File: config.mk
export PLATFORM = sky130hd
export DESIGN_NAME = rfsdc_top
export DESIGN_NICKNAME = d
export VERILOG_FILES = /design/src/rfsdc_pkg.sv /design/src/rfsdc_top.sv
export VERILOG_INCLUDE_DIRS = /design/src
export SDC_FILE = /design/constraint.sdc
export NUM_CORES = 1
export LEC_CHECK = 0
export BUFFER_PORTS_ARGS = -buffer_cell sky130_fd_sc_hd__buf_4
export CAP_MARGIN = 25
export CELL_PAD_IN_SITES_DETAIL_PLACEMENT = 0
export CELL_PAD_IN_SITES_GLOBAL_PLACEMENT = 1
export CORE_ASPECT_RATIO = 2
export CORE_UTILIZATION = 40
export CTS_CLUSTER_DIAMETER = 80
export DETAILED_ROUTE_END_ITERATION = 8
export GPL_ROUTABILITY_DRIVEN = 0
export GPL_TIMING_DRIVEN = 0
export PLACE_DENSITY_LB_ADDON = 0.1
export SYNTH_ARGS = -nofsm -noshare
export SYNTH_HDL_FRONTEND = slang
export SYNTH_SLANG_ARGS = --single-unit
File: constraint.sdc
create_clock -name CLK_SYS -period 3 [get_ports CLK_SYS]
set_input_delay 0.6 -clock CLK_SYS [delete_from_list [all_inputs] [get_ports CLK_SYS]]
set_output_delay 0.6 -clock CLK_SYS [all_outputs]
set_load 0.01 [all_outputs]
File: src/rfsdc_map.svh
// register offsets, field positions and reset values of the synthesizer
// divider and keying block; assumes byte addresses on a 32-bit avalon bus
//=======================================================================
// How it works
// main divider: 5-bit swallow, 9-bit program counter, 33/32 prescaler
// prescale by 33 until swallow ends, then 32 until program ends
// total division is swallow plus 32 times program; host keeps ranges
// 8-bit reference divisor, 1 to 256, sets comparison rate
// phase-frequency detector drives up and down charge pumps
// two-bit field picks pump current of 250, 500 or 1000 ua
// amplifier states: full, 10 db, 20 db, off for receive
// receive powers amplifier down but keeps oscillator running
// on-off keying: key input switches amplifier bit by bit
// frequency keying: key input switches crystal pull capacitor
// on-off keying leaves oscillator frequency unchanged
// host holds key input low during receive
// host accounts for inverted data with high-side oscillator
// converter clock is crystal divided by even 2 to 254
// host programs converter divisor 16 or 32 for 20 mhz crystal
// trim field switches crystal capacitors
// mode pin low selects first config word, high the second
// attenuation 00 10 db, 01 20 db, 10 0 db; reset 0 db
// pump field 00 0.5 ma, 01 1 ma, 10 0.25 ma, 11 undefined
// converter on with zero divisor stops the oscillator
`ifndef RFSDC_MAP_SVH
`define RFSDC_MAP_SVH
//=======================================================================
// offsets
`define RFSDC_OFS_CFG0    3'h0
`define RFSDC_OFS_CFG1    3'h1
`define RFSDC_OFS_CLKDIV  3'h2
`define RFSDC_OFS_TRIM    3'h3
`define RFSDC_OFS_STATUS  3'h4
//=======================================================================
// config word fields
`define RFSDC_SW_MSB      21
`define RFSDC_SW_LSB      17
`define RFSDC_PG_MSB      16
`define RFSDC_PG_LSB      8
`define RFSDC_ATT_MSB     7
`define RFSDC_ATT_LSB     6
`define RFSDC_TX_BIT      5
`define RFSDC_FSK_BIT     4
`define RFSDC_CP_MSB      3
`define RFSDC_CP_LSB      2
`define RFSDC_DCDC_BIT    0
// clock divider word fields
`define RFSDC_REF_MSB     21
`define RFSDC_REF_LSB     14
`define RFSDC_L_MSB       6
`define RFSDC_L_LSB       0
// trim word fields
`define RFSDC_TRIM_MSB    18
`define RFSDC_TRIM_LSB    16
`define RFSDC_PFDR_BIT    15
//=======================================================================
// reset values and writable masks
`define RFSDC_CFG_RST     24'h000080
`define RFSDC_CLK_RST     24'h000000
`define RFSDC_TRIM_RST    24'h008000
`define RFSDC_CFG0_MASK   24'h3fffed
`define RFSDC_CFG1_MASK   24'h3ffffe
`define RFSDC_CLK_MASK    24'h3fdf7f
`define RFSDC_TRIM_MASK   24'h07f000
`define RFSDC_ATT_FULL    2'h2
`endif

File: src/rfsdc_pkg.sv
// types shared by the synthesizer divider and keying block
// assumes no map header values; field widths are set here, and the enum sets the amplifier state codes
package rfsdc_pkg;
    typedef enum logic [1:0] {PA_FULL, PA_ATT10, PA_ATT20, PA_OFF} rfsdc_pa_e;
    typedef struct packed {
        logic [23:0] cfg0;
        logic [23:0] cfg1;
        logic [23:0] clkdiv;
        logic [23:0] trim;
        logic        ack;
        logic [31:0] rdata;
        logic [2:0]  s1;
        logic [2:0]  s2;
        logic [2:0]  s3;
        logic [2:0]  filt;
        logic [5:0]  pre_cnt;
        logic [4:0]  sw_cnt;
        logic [8:0]  prog_cnt;
        logic        fdiv;
        logic [7:0]  ref_cnt;
        logic        fref;
        logic        up;
        logic        dn;
        logic [6:0]  l_cnt;
        logic        dcdc_clk;
        rfsdc_pa_e   pa;
        logic        pa_on;
        logic        pull;
        logic        vco_en;
        logic [2:0]  cp_sel;
        logic [2:0]  xtrim;
    } rfsdc_state_s;
endpackage : rfsdc_pkg

File: src/rfsdc_top.sv
// synthesizer dividers, phase detector, amplifier keying and converter
// clock; CLK_SYS stands for the crystal clock, VCO_IN/TX_DATA/MODE are pins
`timescale 1ns/1ns
`include "rfsdc_map.svh"
module rfsdc_top
    import rfsdc_pkg::*;
#(
    parameter int PRESC_LO = 32
) (
    input  wire logic        CLK_SYS,
    input  wire logic        RST_B,
    input  wire logic [4:0]  AVS_ADDRESS,
    input  wire logic        AVS_READ,
    input  wire logic        AVS_WRITE,
    input  wire logic [31:0] AVS_WRITEDATA,
    input  wire logic [3:0]  AVS_BYTEENABLE,
    output logic      [31:0] AVS_READDATA,
    output logic             AVS_WAITREQUEST,
    input  wire logic        VCO_IN,
    input  wire logic        TX_DATA,
    input  wire logic        MODE,
    output logic             FDIV_OUT,
    output logic             FREF_OUT,
    output logic             PUMP_UP,
    output logic             PUMP_DN,
    output logic      [2:0]  CP_SEL,
    output logic      [1:0]  PA_STATE,
    output logic             PA_ON,
    output logic             XTAL_PULL,
    output logic      [2:0]  XTAL_TRIM,
    output logic             VCO_EN,
    output logic             DCDC_CLK
);
    //===================================================================
    // elaboration check
    if (PRESC_LO < 2 || PRESC_LO > 62) begin : g_bad
        $error("PRESC_LO out of range");
    end

    localparam logic [5:0] PRE_LO = 6'(PRESC_LO - 1);
    localparam logic [5:0] PRE_HI = 6'(PRESC_LO);

    rfsdc_state_s s_reg;
    rfsdc_state_s s_next;
    logic         req;
    logic         wr_go;
    logic [23:0]  sel;
    logic         vco_rise;
    logic         key;
    logic         mode_hi;
    logic [4:0]  swal;
    logic [8:0]  prog;
    logic [7:0]  ref_lim;
    logic [6:0]  l_div;
    logic        last_pre;

    //===================================================================
    // byte-lane merge, limited to implemented bits
    function automatic logic [23:0] merge(input logic [23:0] old,
                                          input logic [31:0] wd,
                                          input logic [3:0]  be,
                                          input logic [23:0] mask);
        logic [23:0] v;
        v = old;
        for (int i = 0; i < 3; i++) begin
            if (be[i]) begin
                v[i*8 +: 8] = wd[i*8 +: 8];
            end
        end
        return v & mask;
    endfunction : merge

    //===================================================================
    // bus slave: one wait state, read data registered
    assign req             = AVS_READ | AVS_WRITE;
    assign AVS_WAITREQUEST = req & ~s_reg.ack;
    assign wr_go           = AVS_WRITE & s_reg.ack;
    assign AVS_READDATA    = s_reg.rdata;

    //===================================================================
    // selected config and decoded fields
    assign key     = s_reg.filt[1];
    assign mode_hi = s_reg.filt[2];
    assign sel     = mode_hi ? s_reg.cfg1 : s_reg.cfg0;
    assign swal    = sel[`RFSDC_SW_MSB:`RFSDC_SW_LSB];
    assign prog    = sel[`RFSDC_PG_MSB:`RFSDC_PG_LSB];
    // divisor 0 wraps to 255 here, which gives the 256 period
    assign ref_lim = s_reg.clkdiv[`RFSDC_REF_MSB:`RFSDC_REF_LSB] - 8'h01;
    assign l_div   = s_reg.clkdiv[`RFSDC_L_MSB:`RFSDC_L_LSB];
    assign vco_rise = s_reg.filt[0] == 1'b0 && s_reg.s2[0] == s_reg.s3[0]
                      && s_reg.s3[0] == 1'b1;
    // swallow phase stretches the prescaler by one
    assign last_pre = s_reg.pre_cnt ==
                      ((s_reg.sw_cnt < swal) ? PRE_HI : PRE_LO);

    always_comb begin
        s_next = s_reg;
        //---------------------------------------------------------------
        // registers
        s_next.ack = req & ~s_reg.ack;
        if (AVS_READ & ~s_reg.ack) begin
            case (AVS_ADDRESS[4:2])
                `RFSDC_OFS_CFG0:   s_next.rdata = {8'h00, s_reg.cfg0};
                `RFSDC_OFS_CFG1:   s_next.rdata = {8'h00, s_reg.cfg1};
                `RFSDC_OFS_CLKDIV: s_next.rdata = {8'h00, s_reg.clkdiv};
                `RFSDC_OFS_TRIM:   s_next.rdata = {8'h00, s_reg.trim};
                `RFSDC_OFS_STATUS: s_next.rdata = {22'h000000,
                    s_reg.vco_en, s_reg.pa_on, s_reg.pull, mode_hi,
                    s_reg.up, s_reg.dn, s_reg.pa, s_reg.fdiv, s_reg.fref};
                default:           s_next.rdata = 32'h00000000;
            endcase
        end
        if (wr_go) begin
            case (AVS_ADDRESS[4:2])
                `RFSDC_OFS_CFG0: s_next.cfg0 = merge(s_reg.cfg0,
                    AVS_WRITEDATA, AVS_BYTEENABLE, `RFSDC_CFG0_MASK);
                `RFSDC_OFS_CFG1: s_next.cfg1 = merge(s_reg.cfg1,
                    AVS_WRITEDATA, AVS_BYTEENABLE, `RFSDC_CFG1_MASK);
                `RFSDC_OFS_CLKDIV: s_next.clkdiv = merge(s_reg.clkdiv,
                    AVS_WRITEDATA, AVS_BYTEENABLE, `RFSDC_CLK_MASK);
                `RFSDC_OFS_TRIM: s_next.trim = merge(s_reg.trim,
                    AVS_WRITEDATA, AVS_BYTEENABLE, `RFSDC_TRIM_MASK);
                default: ;
            endcase
        end
        //---------------------------------------------------------------
        // pin synchronisers: a change counts when stages two and three agree
        s_next.s1 = {MODE, TX_DATA, VCO_IN};
        s_next.s2 = s_reg.s1;
        s_next.s3 = s_reg.s2;
        for (int i = 0; i < 3; i++) begin
            if (s_reg.s2[i] == s_reg.s3[i]) begin
                s_next.filt[i] = s_reg.s3[i];
            end
        end
        //---------------------------------------------------------------
        // dual-modulus main divider
        s_next.fdiv = 1'b0;
        if (vco_rise) begin
            if (last_pre) begin
                s_next.pre_cnt = 6'h00;
                if (s_reg.sw_cnt < swal) begin
                    s_next.sw_cnt = s_reg.sw_cnt + 5'h01;
                end
                if (s_reg.prog_cnt == prog - 9'h001) begin
                    s_next.prog_cnt = 9'h000;
                    s_next.sw_cnt   = 5'h00;
                    s_next.fdiv     = 1'b1;
                end else begin
                    s_next.prog_cnt = s_reg.prog_cnt + 9'h001;
                end
            end else begin
                s_next.pre_cnt = s_reg.pre_cnt + 6'h01;
            end
        end
        //---------------------------------------------------------------
        // reference divider
        s_next.fref = 1'b0;
        if (s_reg.ref_cnt >= ref_lim) begin
            s_next.ref_cnt = 8'h00;
            s_next.fref    = 1'b1;
        end else begin
            s_next.ref_cnt = s_reg.ref_cnt + 8'h01;
        end
        //---------------------------------------------------------------
        // phase-frequency detector; both set clears both, so no overlap
        s_next.up = s_reg.up | s_reg.fref;
        s_next.dn = s_reg.dn | s_reg.fdiv;
        if ((s_next.up & s_next.dn) | s_reg.trim[`RFSDC_PFDR_BIT]) begin
            s_next.up = 1'b0;
            s_next.dn = 1'b0;
        end
        case (sel[`RFSDC_CP_MSB:`RFSDC_CP_LSB])
            2'h0:    s_next.cp_sel = 3'h2;
            2'h1:    s_next.cp_sel = 3'h4;
            2'h2:    s_next.cp_sel = 3'h1;
            default: s_next.cp_sel = 3'h0;
        endcase
        //---------------------------------------------------------------
        // amplifier state and keying
        if (!sel[`RFSDC_TX_BIT]) begin
            s_next.pa = PA_OFF;
        end else begin
            case (sel[`RFSDC_ATT_MSB:`RFSDC_ATT_LSB])
                2'h0:    s_next.pa = PA_ATT10;
                2'h1:    s_next.pa = PA_ATT20;
                2'h2:    s_next.pa = PA_FULL;
                default: s_next.pa = PA_ATT20; // undefined code: least power
            endcase
        end
        s_next.pa_on = sel[`RFSDC_TX_BIT] &
                       (s_reg.cfg1[`RFSDC_FSK_BIT] | key);
        // pull only in fsk, so on-off keying never moves the carrier
        s_next.pull  = s_reg.cfg1[`RFSDC_FSK_BIT] & key;
        s_next.xtrim = s_reg.trim[`RFSDC_TRIM_MSB:`RFSDC_TRIM_LSB];
        //---------------------------------------------------------------
        // converter clock and oscillator enable
        s_next.vco_en = !(s_reg.cfg0[`RFSDC_DCDC_BIT] &&
                          l_div == 7'h00);
        if (!s_reg.cfg0[`RFSDC_DCDC_BIT] || l_div == 7'h00) begin
            s_next.l_cnt    = 7'h00;
            s_next.dcdc_clk = 1'b0;
        end else if (s_reg.l_cnt >= l_div - 7'h01) begin
            s_next.l_cnt    = 7'h00;
            s_next.dcdc_clk = ~s_reg.dcdc_clk;
        end else begin
            s_next.l_cnt = s_reg.l_cnt + 7'h01;
        end
    end

    always_ff @(posedge CLK_SYS or negedge RST_B) begin
        if (!RST_B) begin
            s_reg        <= '0;
            s_reg.cfg0   <= `RFSDC_CFG_RST;
            s_reg.cfg1   <= `RFSDC_CFG_RST;
            s_reg.clkdiv <= `RFSDC_CLK_RST;
            s_reg.trim   <= `RFSDC_TRIM_RST;
            s_reg.pa     <= PA_OFF;
        end else begin
            s_reg <= s_next;
        end
    end

    assign FDIV_OUT  = s_reg.fdiv;
    assign FREF_OUT  = s_reg.fref;
    assign PUMP_UP   = s_reg.up;
    assign PUMP_DN   = s_reg.dn;
    assign CP_SEL    = s_reg.cp_sel;
    assign PA_STATE  = s_reg.pa;
    assign PA_ON     = s_reg.pa_on;
    assign XTAL_PULL = s_reg.pull;
    assign XTAL_TRIM = s_reg.xtrim;
    assign VCO_EN    = s_reg.vco_en;
    assign DCDC_CLK  = s_reg.dcdc_clk;
endmodule : rfsdc_top

# [Yosys cells after proc, flatten, opt, wreduce, memory -nomap -nowiden]
# Index checks and enable logic that the tools add are counted.
[totals] inputBits=48 register_bits=164 out_inout_bits=49 elab_cells=116
[classes] n_eq_ne=12 addsub=8 n_lt_le_gt_ge=3 bitwise_logic=14 muxes=19 reduce_logical=25
[op_table] op="$pmux 22 s5" count=1
[op_table] op="$reduce_and 3->1" count=12
[op_table] op="$mux 22" count=1
[op_table] op="$mux 8" count=2
[op_table] op="$mux 6" count=2
[op_table] op="$mux 5" count=2
[op_table] op="$add 9x1->9 const B" count=1
[op_table] op="$eq 9x9->1" count=1
[op_table] op="$mux 9" count=1
[op_table] op="$pmux 3 s3" count=1
[op_table] op="$sub 9x1->9 const B" count=1
[op_table] op="$add 8x1->8 const B" count=1
[op_table] op="$ge 8x8->1" count=1
[op_table] op="$sub 8x1->8 const B" count=1
[op_table] op="$add 7x1->7 const B" count=1
[op_table] op="$ge 7x7->1" count=1
[op_table] op="$logic_not 7->1" count=1
[op_table] op="$mux 7" count=1
[op_table] op="$sub 7x1->7 const B" count=1
[op_table] op="$add 6x1->6 const B" count=1
[op_table] op="$and 1x1->1" count=6
[op_table] op="$eq 3x2->1 const B" count=2
[op_table] op="$eq 6x6->1" count=1
[op_table] op="$add 5x1->5 const B" count=1
[op_table] op="18 further kinds" count=37

# [Depth between registers and ports, before layout]
# Gate-level depths: netlist of the first run.
[logic_depth] word_depth=6 depth_mapped=12 ltp_nobuf=9

# [Worst setup path after synthesis of the first run]
# No wires, ideal clock.
[synth_timing] path_type="reg2reg" from="register s_reg (netlist bit mode_hi)" to="register s_reg[44] in the netlist's numbering" synth_period_minus_slack_ns=3.350 slack_ns=-0.350 required_ns=2.878 setup_ns=0.122 stages_incl_launch_ff=13 arrival_time_ns=3.228 path_buffers=4 cell_sequence="dfrtp_1 -> buf_2 -> buf_1 -> buf_1 -> mux2i_1 -> ha_1 -> a21oi_1 -> o21ai_0 -> nor4b_2 -> nor2_4 -> nor4_4 -> buf_6 -> nor3_2"
[synth_between] elab_chain_cells=5 word_cells_on_any_way=9 cone_classes="1 x add/sub; 1 x order compare; 2 x eq/ne; 3 x mux; 2 x reduce/logical"
[synth_lines] element="from (decl)" line_no="rfsdc_top.sv:43" rtl="rfsdc_state_s s_reg;"
[synth_lines] element="from (signal assigned)" line_no="rfsdc_top.sv:220" rtl="s_reg <= s_next;"
[synth_lines] element="$mux 22 *" line_no="rfsdc_top.sv:84" rtl="assign sel = mode_hi ? s_reg.cfg1 : s_reg.cfg0;"
[synth_lines] element="$sub 9x1->9 or $lt 5x5->1 (tied branches)" line_no="rfsdc_top.sv:145, rfsdc_top.sv:94, rfsdc_top.sv:142"
[synth_lines] element="$eq 9x9->1 or $mux 6 (tied branches)" line_no="rfsdc_top.sv:145, rfsdc_top.sv:94"
[synth_lines] element="$reduce_bool 2->1 (no source line) or $eq 6x6->1 (tied branches)"
[synth_lines] element="$reduce_and 3->1 (no source line)"
# Every way passes the cells marked *; elsewhere a longest branch is shown, timed or not.
# A chain may end at the register's enable or synchronous reset.

# [Worst setup path after layout of the first run]
# Same ends and word-level chain as after synthesis.

==> results by group, run 1 <==
Run status
  • Status: complete, no violations

Routing
  • Vias per inst: 5.249
  • Final ANT Viol Nets: 0
  • Total wire length: 20830 um
  • DRC viols: 0
  • Top Metal Used: met4
  • Wire length on met2: 12020 um
  • Met3 WL: 587 um
  • WL/cell: 18.49 um
  • DRT iter0 DRCs: 175
  • WL met1: 7424 um
  • Drt first pass iters: 4
  • DR vias: 5916

Yosys
  • Post-Syn Instances: 748
  • Largest family of logic cells by synthesized area: multiplexers
  • Seq/Total Area, Yosys: 0.4724
  • Syn Std Cell Area: 0.008172 sq mm
  • Async SR Flop Fraction: 1.000
  • Compound-Gate Fraction of Synth Area: 0.09616
  • Synth Area in Simple Gates: 0.1395
  • Post-synth top cells: 149 x dfrtp_1, 62 x mux2_2, 60 x nand2_1, 60 x nor2_1, 41 x buf_4
  • EDFF count, synth: 0
  • Synth area leaders: dfrtp_1 46%, mux2_2 8.5%, mux2i_1 4.8%
  • Xor/xnor share of the synthesized area: 0.03859
  • Netlist cell types: 57
  • Most common cell in the netlist: dfrtp_1
  • Ys Warns: 0
  • Top-area cell type share of the netlist area: 0.4563
  • Avg Cell Area, Syn: 10.92 sq um
  • Post-synthesis register bit count: 154
  • Ys flop type: dfrtp_1
  • Adder-cell area share of the yosys netlist: 0.04655
  • Post-synthesis mux area share: 0.1497
  • Post-synth top area cell: dfrtp_1

Pwr
  • Leak Pwr: 4.516 nW
  • Sequential power share: 0.415
  • Power density cells: 694.9 mW/mm^2
  • IR drop worst, VDD: 0.3435 mV
  • Psw: 2.163 mW
  • Sw frac: 0.3171
  • Total Power: 6.821 mW
  • Comb pwr share: 0.256
  • Clock Power Share: 0.329
  • Internal Power: 4.658 mW

Place
  • Post-DP HPWL: 16080 um
  • Placed Area: 0.009112 sq mm
  • Port buffer count: 72

GRT
  • All-Layer GR Usage: 0.2140
  • First-pass GRT wire length: 32840 um
  • Total grt overflow: 0
  • Vias in the first global route: 6129
  • Initial antenna violation count: 0
  • Largest net degree at the start of global routing: 89

Cells and area
  • # diodes: 0
  • Nets: 928
  • Max reg flops: 98
  • Fin area: 0.009816 sq mm
  • Post-layout util: 0.4930
  • Synthesis-to-finish area growth: 20.12%
  • Layout cells sized above 1: 0.2913

Setup path
  • Setup Crit Path Kind: reg2reg
  • CP arrival: 3.16 ns
  • Crit. End Element: flop
  • CP required: 3.33 ns
  • Max FO, Critical Path: 19
  • Startpoint types: flop

STA
  • Unrepaired setup endpoints after global routing: false
  • Fin. max-slew vios: 0
  • Fin crit share: 0.9435
  • Final setup fails: 0
  • Slew margin rel.: 0.3807
  • Clock skew: 0.008470 ns
  • Final min period: 2.830 ns
  • Total Neg Setup Slack: 0 ns
  • Fin Hold WS: 0.1610 ns
  • Least-Margin Pin Slew: 0.9255 ns
  • Achievable Freq: 0.3533 GHz
  • Fin. Hold Viols: 0

CTS
  • CTS tree: built
  • CTS clock-pin slew for the worst setup and hold paths: 0.06 ns
  • Clock Sinks: 154
  • Clock Root Buffer: clkbuf_16
  • H-tree Lvls: 4
  • CTS Buffer Depth: 2
  • Clk Latency, worst-skew pair: 0.44 ns
  • TritonCTS buffer count: 17

Floorplan
  • Die area: 0.02104 sq mm
  • DIE WIDTH: 103.1 um
  • Row Count: 73
  • Starting density of the core: 0.4104
  • Core area: 0.01991 sq mm
  • Top Ports: 97
  • Die H: 204.1 um

Job
  • Max-cap viol count: 0

Hold path
  • HP Class: in2async
[stage by stage]
step                      std cells  setup WS [ns]
final                          1127         0.1696
after global routing           1127       0.003025
after CTS                      1127        0.02012
after detailed placement       1092        -0.8064
after global placement         1091        -0.7704
after floorplan                 757       0.007048
[worst max-delay path: stages (launching register included)]
cell and delay [ns]:
dfrtp_1 0.43, buf_6 0.20, buf_12 0.19, mux2i_1 0.24, ha_1 0.21, o21ai_1 0.15, o31a_1 0.31, a211o_1 0.36
nor4_4 0.34, buf_6 0.21, nor3_2 0.06
[kinds of logic (layout without fill, tap and decap cells)]
| group | after synthesis | after routing |
|---|---|---|
| fa+ha+maj | 31 | 31 |
| mux | 107 | 107 |
| flops | 154 | 154 |
| xor+xnor | 36 | 36 |
| compound gates | 120 | 120 |
| buf+inv | 78 | 186 |
| other cells | 1 | 10 |
| simple gates | 221 | 221 |
[cells in the final DEF, fill, tap and decap left out, types with 21 or more instances in the layout]
| cell type | n |
|---|---|
| mux2_2 | 62 |
| nor2_1 | 60 |
| mux2i_1 | 38 |
| a21oi_1 | 26 |
| nand2_1 | 60 |
| xnor2_1 | 21 |
| buf_4 | 116 |
| ha_1 | 28 |
| o21ai_0 | 29 |
| nor3_1 | 22 |
| dfrtp_1 | 149 |
[power groups by stage]
stage / clock network, mW / logic (mW) / registers, mW
after detailed placement: 0 / 1.73 / 2.87
after global placement: 0 / 1.68 / 2.85
after global routing: 2.38 / 1.94 / 2.88
final: 2.24 / 1.74 / 2.83
after floorplan: 0 / 1.23 / 2.73
after CTS: 2.30 / 1.76 / 2.83
[what timing repair did]
item                                    CTS  global route
hold endpoints to repair                  0             0
hold buffers                              0             0
pin swaps                                 3             0
endpoints found under the setup margin   20            18
resized for setup                         9             5
setup buffers                             4             0
cloned                                    0             0
[layer usage]
metal	vias up	track usage
met5	-	0
met4	0	0.1056
met3	34	0.04001
met2	103	0.4090
met1	2936	0.2113
li1	2843	-
[cell type report]
class / instances / area [sq um]
Fill cell: 1940 / 10100
Multi-Input combinational cell: 525 / 3933
Sequential cell: 154 / 3860
Timing Repair Buffer: 77 / 601.8
Clock buffer: 19 / 442.9
Buffer: 63 / 429.2
Tap cell: 262 / 327.8
Clock inverter: 13 / 168.9
Inverter: 14 / 52.55
[path summary, 6_finish.rpt]
kind,from,to,slack [ns],cells past startpoint
hold / removal,RST_B,s_reg[14],0.16,1
hold reg to reg,s_next[58],s_next[55],0.34,0
setup / recovery,mode_hi,s_reg[44],0.17,10
setup reg to reg,mode_hi,s_reg[44],0.17,10
max in group asynchronous,RST_B,s_reg[151],1.94,2
min in group CLK_SYS,MODE,s_next[59],0.27,1
Note: power is estimated with default switching activity, not from simulation.
==> run 2: changes to the inputs <==
--- a/config.mk
+++ b/config.mk
@@ -6,7 +6,7 @@
 export SDC_FILE = /design/constraint.sdc
 export NUM_CORES = 1
 export LEC_CHECK = 0
-export BUFFER_PORTS_ARGS = -buffer_cell sky130_fd_sc_hd__buf_4
+export BUFFER_PORTS_ARGS = -buffer_cell sky130_fd_sc_hd__buf_2
 export CAP_MARGIN = 25
 export CELL_PAD_IN_SITES_DETAIL_PLACEMENT = 0
 export CELL_PAD_IN_SITES_GLOBAL_PLACEMENT = 1
==> run 2 against run 1 <==
Compared with the run above: sequential power hardly changed; final cell count stayed put; sequential cell count did not move; wire length shrank 0.23%; clock skew barely moved; register-to-register slack improved by 0.04 ns; non-clock buffer count did not move; count of clock-buffer cells in the layout increased by 2; setup slack better by 0.036 ns; critical path type unchanged; critical endpoint is now s_reg[41]; largest cell class unchanged.
==> results by group, run 2 (same netlist as run 1, synthesis figures left out) <==
Run status
  • Status: complete, no violations

Pwr
  • Power density cells: 689.2 mW/mm^2
  • IR drop worst, VDD: 0.3635 mV
  • Leak Pwr: 4.451 nW
  • Total Power: 6.620 mW

CTS
  • Clock Root Buffer: clkbuf_16
  • CTS Buffer Depth: 2
  • CTS tree: built
  • H-tree Lvls: 4
  • Hold buffers post-CTS: 0
  • TritonCTS buffer count: 17
  • CTS clock-pin slew for the worst setup and hold paths: 0.06 ns
  • Clk Latency, worst-skew pair: 0.43 ns
  • Clock Sinks: 154

Routing
  • DR vias: 5921
  • Drt first pass iters: 4
  • Final ANT Viol Nets: 0
  • WL/cell: 18.44 um
  • DRC viols: 0
  • Vias per inst: 5.254
  • Total wire length: 20790 um
  • DRT iter0 DRCs: 230

STA
  • Fin. max-slew vios: 0
  • Clock skew: 0.008058 ns
  • Fin. Hold Viols: 0
  • Final setup fails: 0
  • Achievable Freq: 0.3579 GHz
  • Slew margin rel.: 0.3232
  • Final min period: 2.794 ns
  • Final setup margin: 0.2057 ns
  • Fin crit share: 0.9314
  • Least-Margin Pin Slew: 1.007 ns

Setup path
  • Max FO, Critical Path: 19
  • Flop2flop setup slack: 0.21 ns
  • Reg-to-Reg End: s_reg[41]
  • Setup Crit Path Kind: reg2reg
  • Worst path max stage delay: 0.42 ns
  • Worst r2r path cells: 11
  • CP arrival: 3.13 ns
  • CP required: 3.34 ns
  • Startpoint types: flop
  • Slowest cell on crit path: dfrtp_1
  • CP top delay family: simple AND/OR/NAND/NOR gates
  • Critical-path cell list: buf_6, buf_12, mux2i_1, ha_1, o21bai_2, nor4_1, and3_1, nor2_4, buf_4, nor3_1, nor4_2
  • CP bufs+invs: 3
  • Crit. End Element: flop
  • Worst r2r src: mode_hi

Hold path
  • HP Class: in2async

Cells and area
  • Synthesis-to-finish area growth: 17.55%
  • Most frequent cells in the layout: 149 x dfrtp_1, 71 x buf_2, 62 x mux2_2
  • Nets: 928
  • Layout cells sized above 1: 0.2902
  • Max reg flops: 98
  • # diodes: 0
  • Post-layout util: 0.4824
  • Fill cell count: 1924
  • Commonest non-fill, non-tap cell in the layout: dfrtp_1
  • Fin cells: 1127

GRT
  • Vias in the first global route: 6312
  • Initial antenna violation count: 0
  • All-Layer GR Usage: 0.2165
  • Largest net degree at the start of global routing: 92
  • Total grt overflow: 0
  • First-pass GRT wire length: 33640 um

Floorplan
  • Die area: 0.02104 sq mm
  • Starting density of the core: 0.4104
  • Core area: 0.01991 sq mm
  • Top Ports: 97
  • Row Count: 73
  • Die H: 204.1 um
  • DIE WIDTH: 103.1 um

Place
  • Placed Cells: 1092
  • Pre-CTS setup slack: -0.6834 ns
  • Post-DP HPWL: 16120 um
  • Port buffer count: 72

Job
  • Max-cap viol count: 0
[run 2: cell count changes in the layout (fill, tap and decap cells not counted), moves of 2 or more]
cell and delta:
clkinvlp_4 +3, buf_2 +71, clkbuf_1 +2, clkinv_4 -4
buf_4 -71
[run 2: worst max path at each step]
stage | endpoint | startpoint | slack (ns) | cells after the start
global route | s_reg[44] | mode_hi | -0.001 | 12
finish | s_reg[41] | mode_hi | 0.21 | 11
CTS | FDIV_OUT | mode_hi | 0.03 | 11
floorplan | s_reg[44] | mode_hi | 0.007 | 12
detailed placement | FDIV_OUT | mode_hi | -0.68 | 11
global placement | s_reg[33] | RST_B | -0.97 | 1
[run 2: area by class of cell]
class / instances / area (sq um) / area share
Clock buffer: 21 / 450.4 / 0.04689
Multi-Input combinational cell: 525 / 3939 / 0.4101
Clock inverter: 11 / 122.6 / 0.01277
Timing Repair Buffer: 77 / 424.2 / 0.04416
Buffer: 63 / 429.2 / 0.04468
Tap cell: 262 / 327.8 / 0.03413
Sequential cell: 154 / 3860 / 0.4018
Inverter: 14 / 52.55 / 0.005471
[run 2: where the power goes]
group,internal (mW),switching (mW)
sequential,2.45,0.385
clock,1.24,0.860
combinational,0.822,0.865
[run 2: repair_timing]
action                     in CTS  in global routing
resized for setup               7                  8
setup buffers                   4                  0
pin swaps                       3                  0
setup endpoints to repair      20                 17
[run 2: metal layers]
layer | track usage | up-vias | wire length, um
met5 | 0 | - | 0
met4 | 0.09054 | 0 | 613
met3 | 0.04617 | 34 | 679
met2 | 0.4169 | 109 | 12120
met1 | 0.2147 | 2933 | 7371
li1 | - | 2845 | -
[run 2: through the flow]
stage / TNS [ns] / cell area [sq um] / hold slack, ns
4_1_cts: 0 / 9559 / 0.1601
5_1_grt: -0.001054 / 9605 / 0.1876
3_5_place_dp: -11.09 / 8935 / 0.3356
2_1_floorplan: 0 / 8213 / 0.3044
6_report: 0 / 9605 / 0.1479
3_3_place_gp: -153.75 / 8901 / 0.3334
==> run 3: changes to the inputs <==
--- a/config.mk
+++ b/config.mk
@@ -11,7 +11,7 @@
 export CELL_PAD_IN_SITES_DETAIL_PLACEMENT = 0
 export CELL_PAD_IN_SITES_GLOBAL_PLACEMENT = 1
 export CORE_ASPECT_RATIO = 2
-export CORE_UTILIZATION = 40
+export CORE_UTILIZATION = 35
 export CTS_CLUSTER_DIAMETER = 80
 export DETAILED_ROUTE_END_ITERATION = 8
 export GPL_ROUTABILITY_DRIVEN = 0
==> run 3 against run 2 <==
Compared with the run above: global-route usage is 2.2 points lower; setup slack got worse by 0.061 ns; cell area increased by 0.42%; critical path type unchanged; clock power is 2% lower; sequential share of layout area is 0.17 points lower; highest routed layer unchanged; register-to-register slack got worse by 0.06 ns; worst hold slack better by 0.063 ns; sequential cell count unchanged; first-iteration DRC count is 9.1% higher.
==> results by group, run 3 (same netlist as run 1, synthesis figures left out) <==
STA
  • Final setup fails: 0
  • Clock skew: 0.008125 ns
  • Unrepaired setup endpoints after global routing: false
  • Fin crit share: 0.9517
  • Fin. max-slew vios: 0
  • Least-Margin Pin Slew: 0.9169 ns
  • Total Neg Setup Slack: 0 ns
  • Achievable Freq: 0.3503 GHz
  • Final setup margin: 0.1450 ns
  • Final min period: 2.855 ns
  • Fin. Hold Viols: 0
  • Fin Hold WS: 0.2106 ns
  • Slew margin rel.: 0.3840

Floorplan
  • Row Count: 78
  • Die area: 0.02400 sq mm
  • DIE WIDTH: 110.0 um
  • Top Ports: 97
  • Starting density of the core: 0.3578
  • Die H: 218.1 um
  • Core area: 0.02284 sq mm

CTS
  • TritonCTS buffer count: 17
  • CTS clock-pin slew for the worst setup and hold paths: 0.06 ns
  • Clk Latency, worst-skew pair: 0.44 ns
  • Hold buffers post-CTS: 0
  • Clock Sinks: 154
  • CTS Buffer Depth: 2
  • H-tree Lvls: 4
  • Clock Root Buffer: clkbuf_16
  • CTS tree: built

Place
  • Post-DP HPWL: 16870 um
  • Placed Area: 0.008957 sq mm
  • Pre-CTS setup slack: -0.7953 ns
  • Placed Cells: 1110
  • Port buffer count: 72

GRT
  • Largest net degree at the start of global routing: 80
  • Initial antenna violation count: 1
  • Vias in the first global route: 6236
  • All-Layer GR Usage: 0.1948
  • First-pass GRT wire length: 34160 um
  • Total grt overflow: 0

Routing
  • DRT iter0 DRCs: 251
  • DR vias: 5948
  • WL/cell: 19.00 um
  • Drt first pass iters: 6
  • Final ANT Viol Nets: 0
  • DRC viols: 0
  • Vias per inst: 5.172
  • Total wire length: 21850 um

Pwr
  • Leak Pwr: 4.456 nW
  • IR drop worst, VDD: 0.4044 mV
  • Total Power: 6.581 mW
  • Power density cells: 682.3 mW/mm^2

Setup path
  • CP arrival: 3.18 ns
  • Worst path max stage delay: 0.40 ns
  • Slowest cell on crit path: dfrtp_1
  • CP most frequent cell: buf_4
  • Startpoint types: flop
  • Critical-path cell list: buf_6, buf_12, mux2i_1, ha_1, nand2_1, o21ai_2, nor4b_2, buf_4, nor2_4, nor4_4, buf_4, nor2_1
  • CP required: 3.32 ns
  • Max FO, Critical Path: 19
  • Crit. End Element: flop
  • Setup Crit Path Kind: reg2reg

Cells and area
  • Fill cell count: 2253
  • Synthesis-to-finish area growth: 18.04%
  • Multi-input gate area: 0.003931 sq mm
  • Layout cells sized above 1: 0.2931
  • Fin cells: 1150
  • Commonest non-fill, non-tap cell in the layout: dfrtp_1
  • Post-layout util: 0.4224
  • Reg area: 0.003860 sq mm
  • Fin area: 0.009646 sq mm
  • Nets: 933
  • Max reg flops: 98
  • Most frequent cells in the layout: 149 x dfrtp_1, 71 x buf_2, 62 x mux2_2
  • # diodes: 0

Hold path
  • HP Class: in2async

Job
  • Max-cap viol count: 0

Run status
  • Status: complete, no violations
==> run 3: changes by cell type in the layout (fill, tap and decap cells not counted), sizes merged <==
cell / previous run / this run
clkinvlp: 4 / 7
clkinv: 5 / 2
bufinv: 2 / 1
clkbuf: 34 / 35
buf: 127 / 132
==> run 3: layout make-up <==
type                       count  area share
inverter                      14    0.005448
buffer                        63     0.04449
tap                          280     0.03632
clock inverter                10    0.009988
clock buffer                  22     0.04813
multi-input combinational    525      0.4076
sequential                   154      0.4002
timing repair buffer          82     0.04787
==> run 3: power breakdown <==
part	internal (mW)	switching (mW)	total [mW]	leakage [nW]
sequential	2.45	0.387	2.83	1.97
combinational	0.827	0.865	1.69	2.24
clock	1.18	0.874	2.06	0.251
total	4.46	2.13	6.58	4.46
==> run 3: worst paths after layout <==
kind	slack, ns	to	cells after the start	from
worst max-delay path	0.14	s_reg[32]	12	mode_hi
worst min register to register	0.35	s_next[56]	0	s_next[59]
max in group asynchronous	1.90	PA_STATE[0]	2	RST_B
min in group CLK_SYS	0.27	s_next[58]	1	TX_DATA
worst max register to register	0.14	s_reg[32]	12	mode_hi
worst min-delay path	0.21	s_reg[15]	1	RST_B
==> run 3: critical path, delay by kind of cell, from the launching register on <==
family / cells / cell delay [ns]
flops: 1 / 0.40
fa+ha+maj: 1 / 0.31
buf+inv: 4 / 0.70
mux: 1 / 0.29
simple gates: 5 / 0.92
compound gates: 1 / 0.10
==> run 3: what timing repair did <==
action,CTS,global route
setup endpoints to repair,20,19
buffers inserted,4,4
pin swaps,3,1
gates cloned,0,1
resized for setup,9,7
==> run 3: routing by layer <==
metal  up-vias  GRT usage  routed length [um]
met4         0    0.08889                 698
li1       2857          -                   -
met1      2941     0.1865                7525
met3        37    0.04026                 741
met2       113     0.3796               12880
met5         -          0                   0
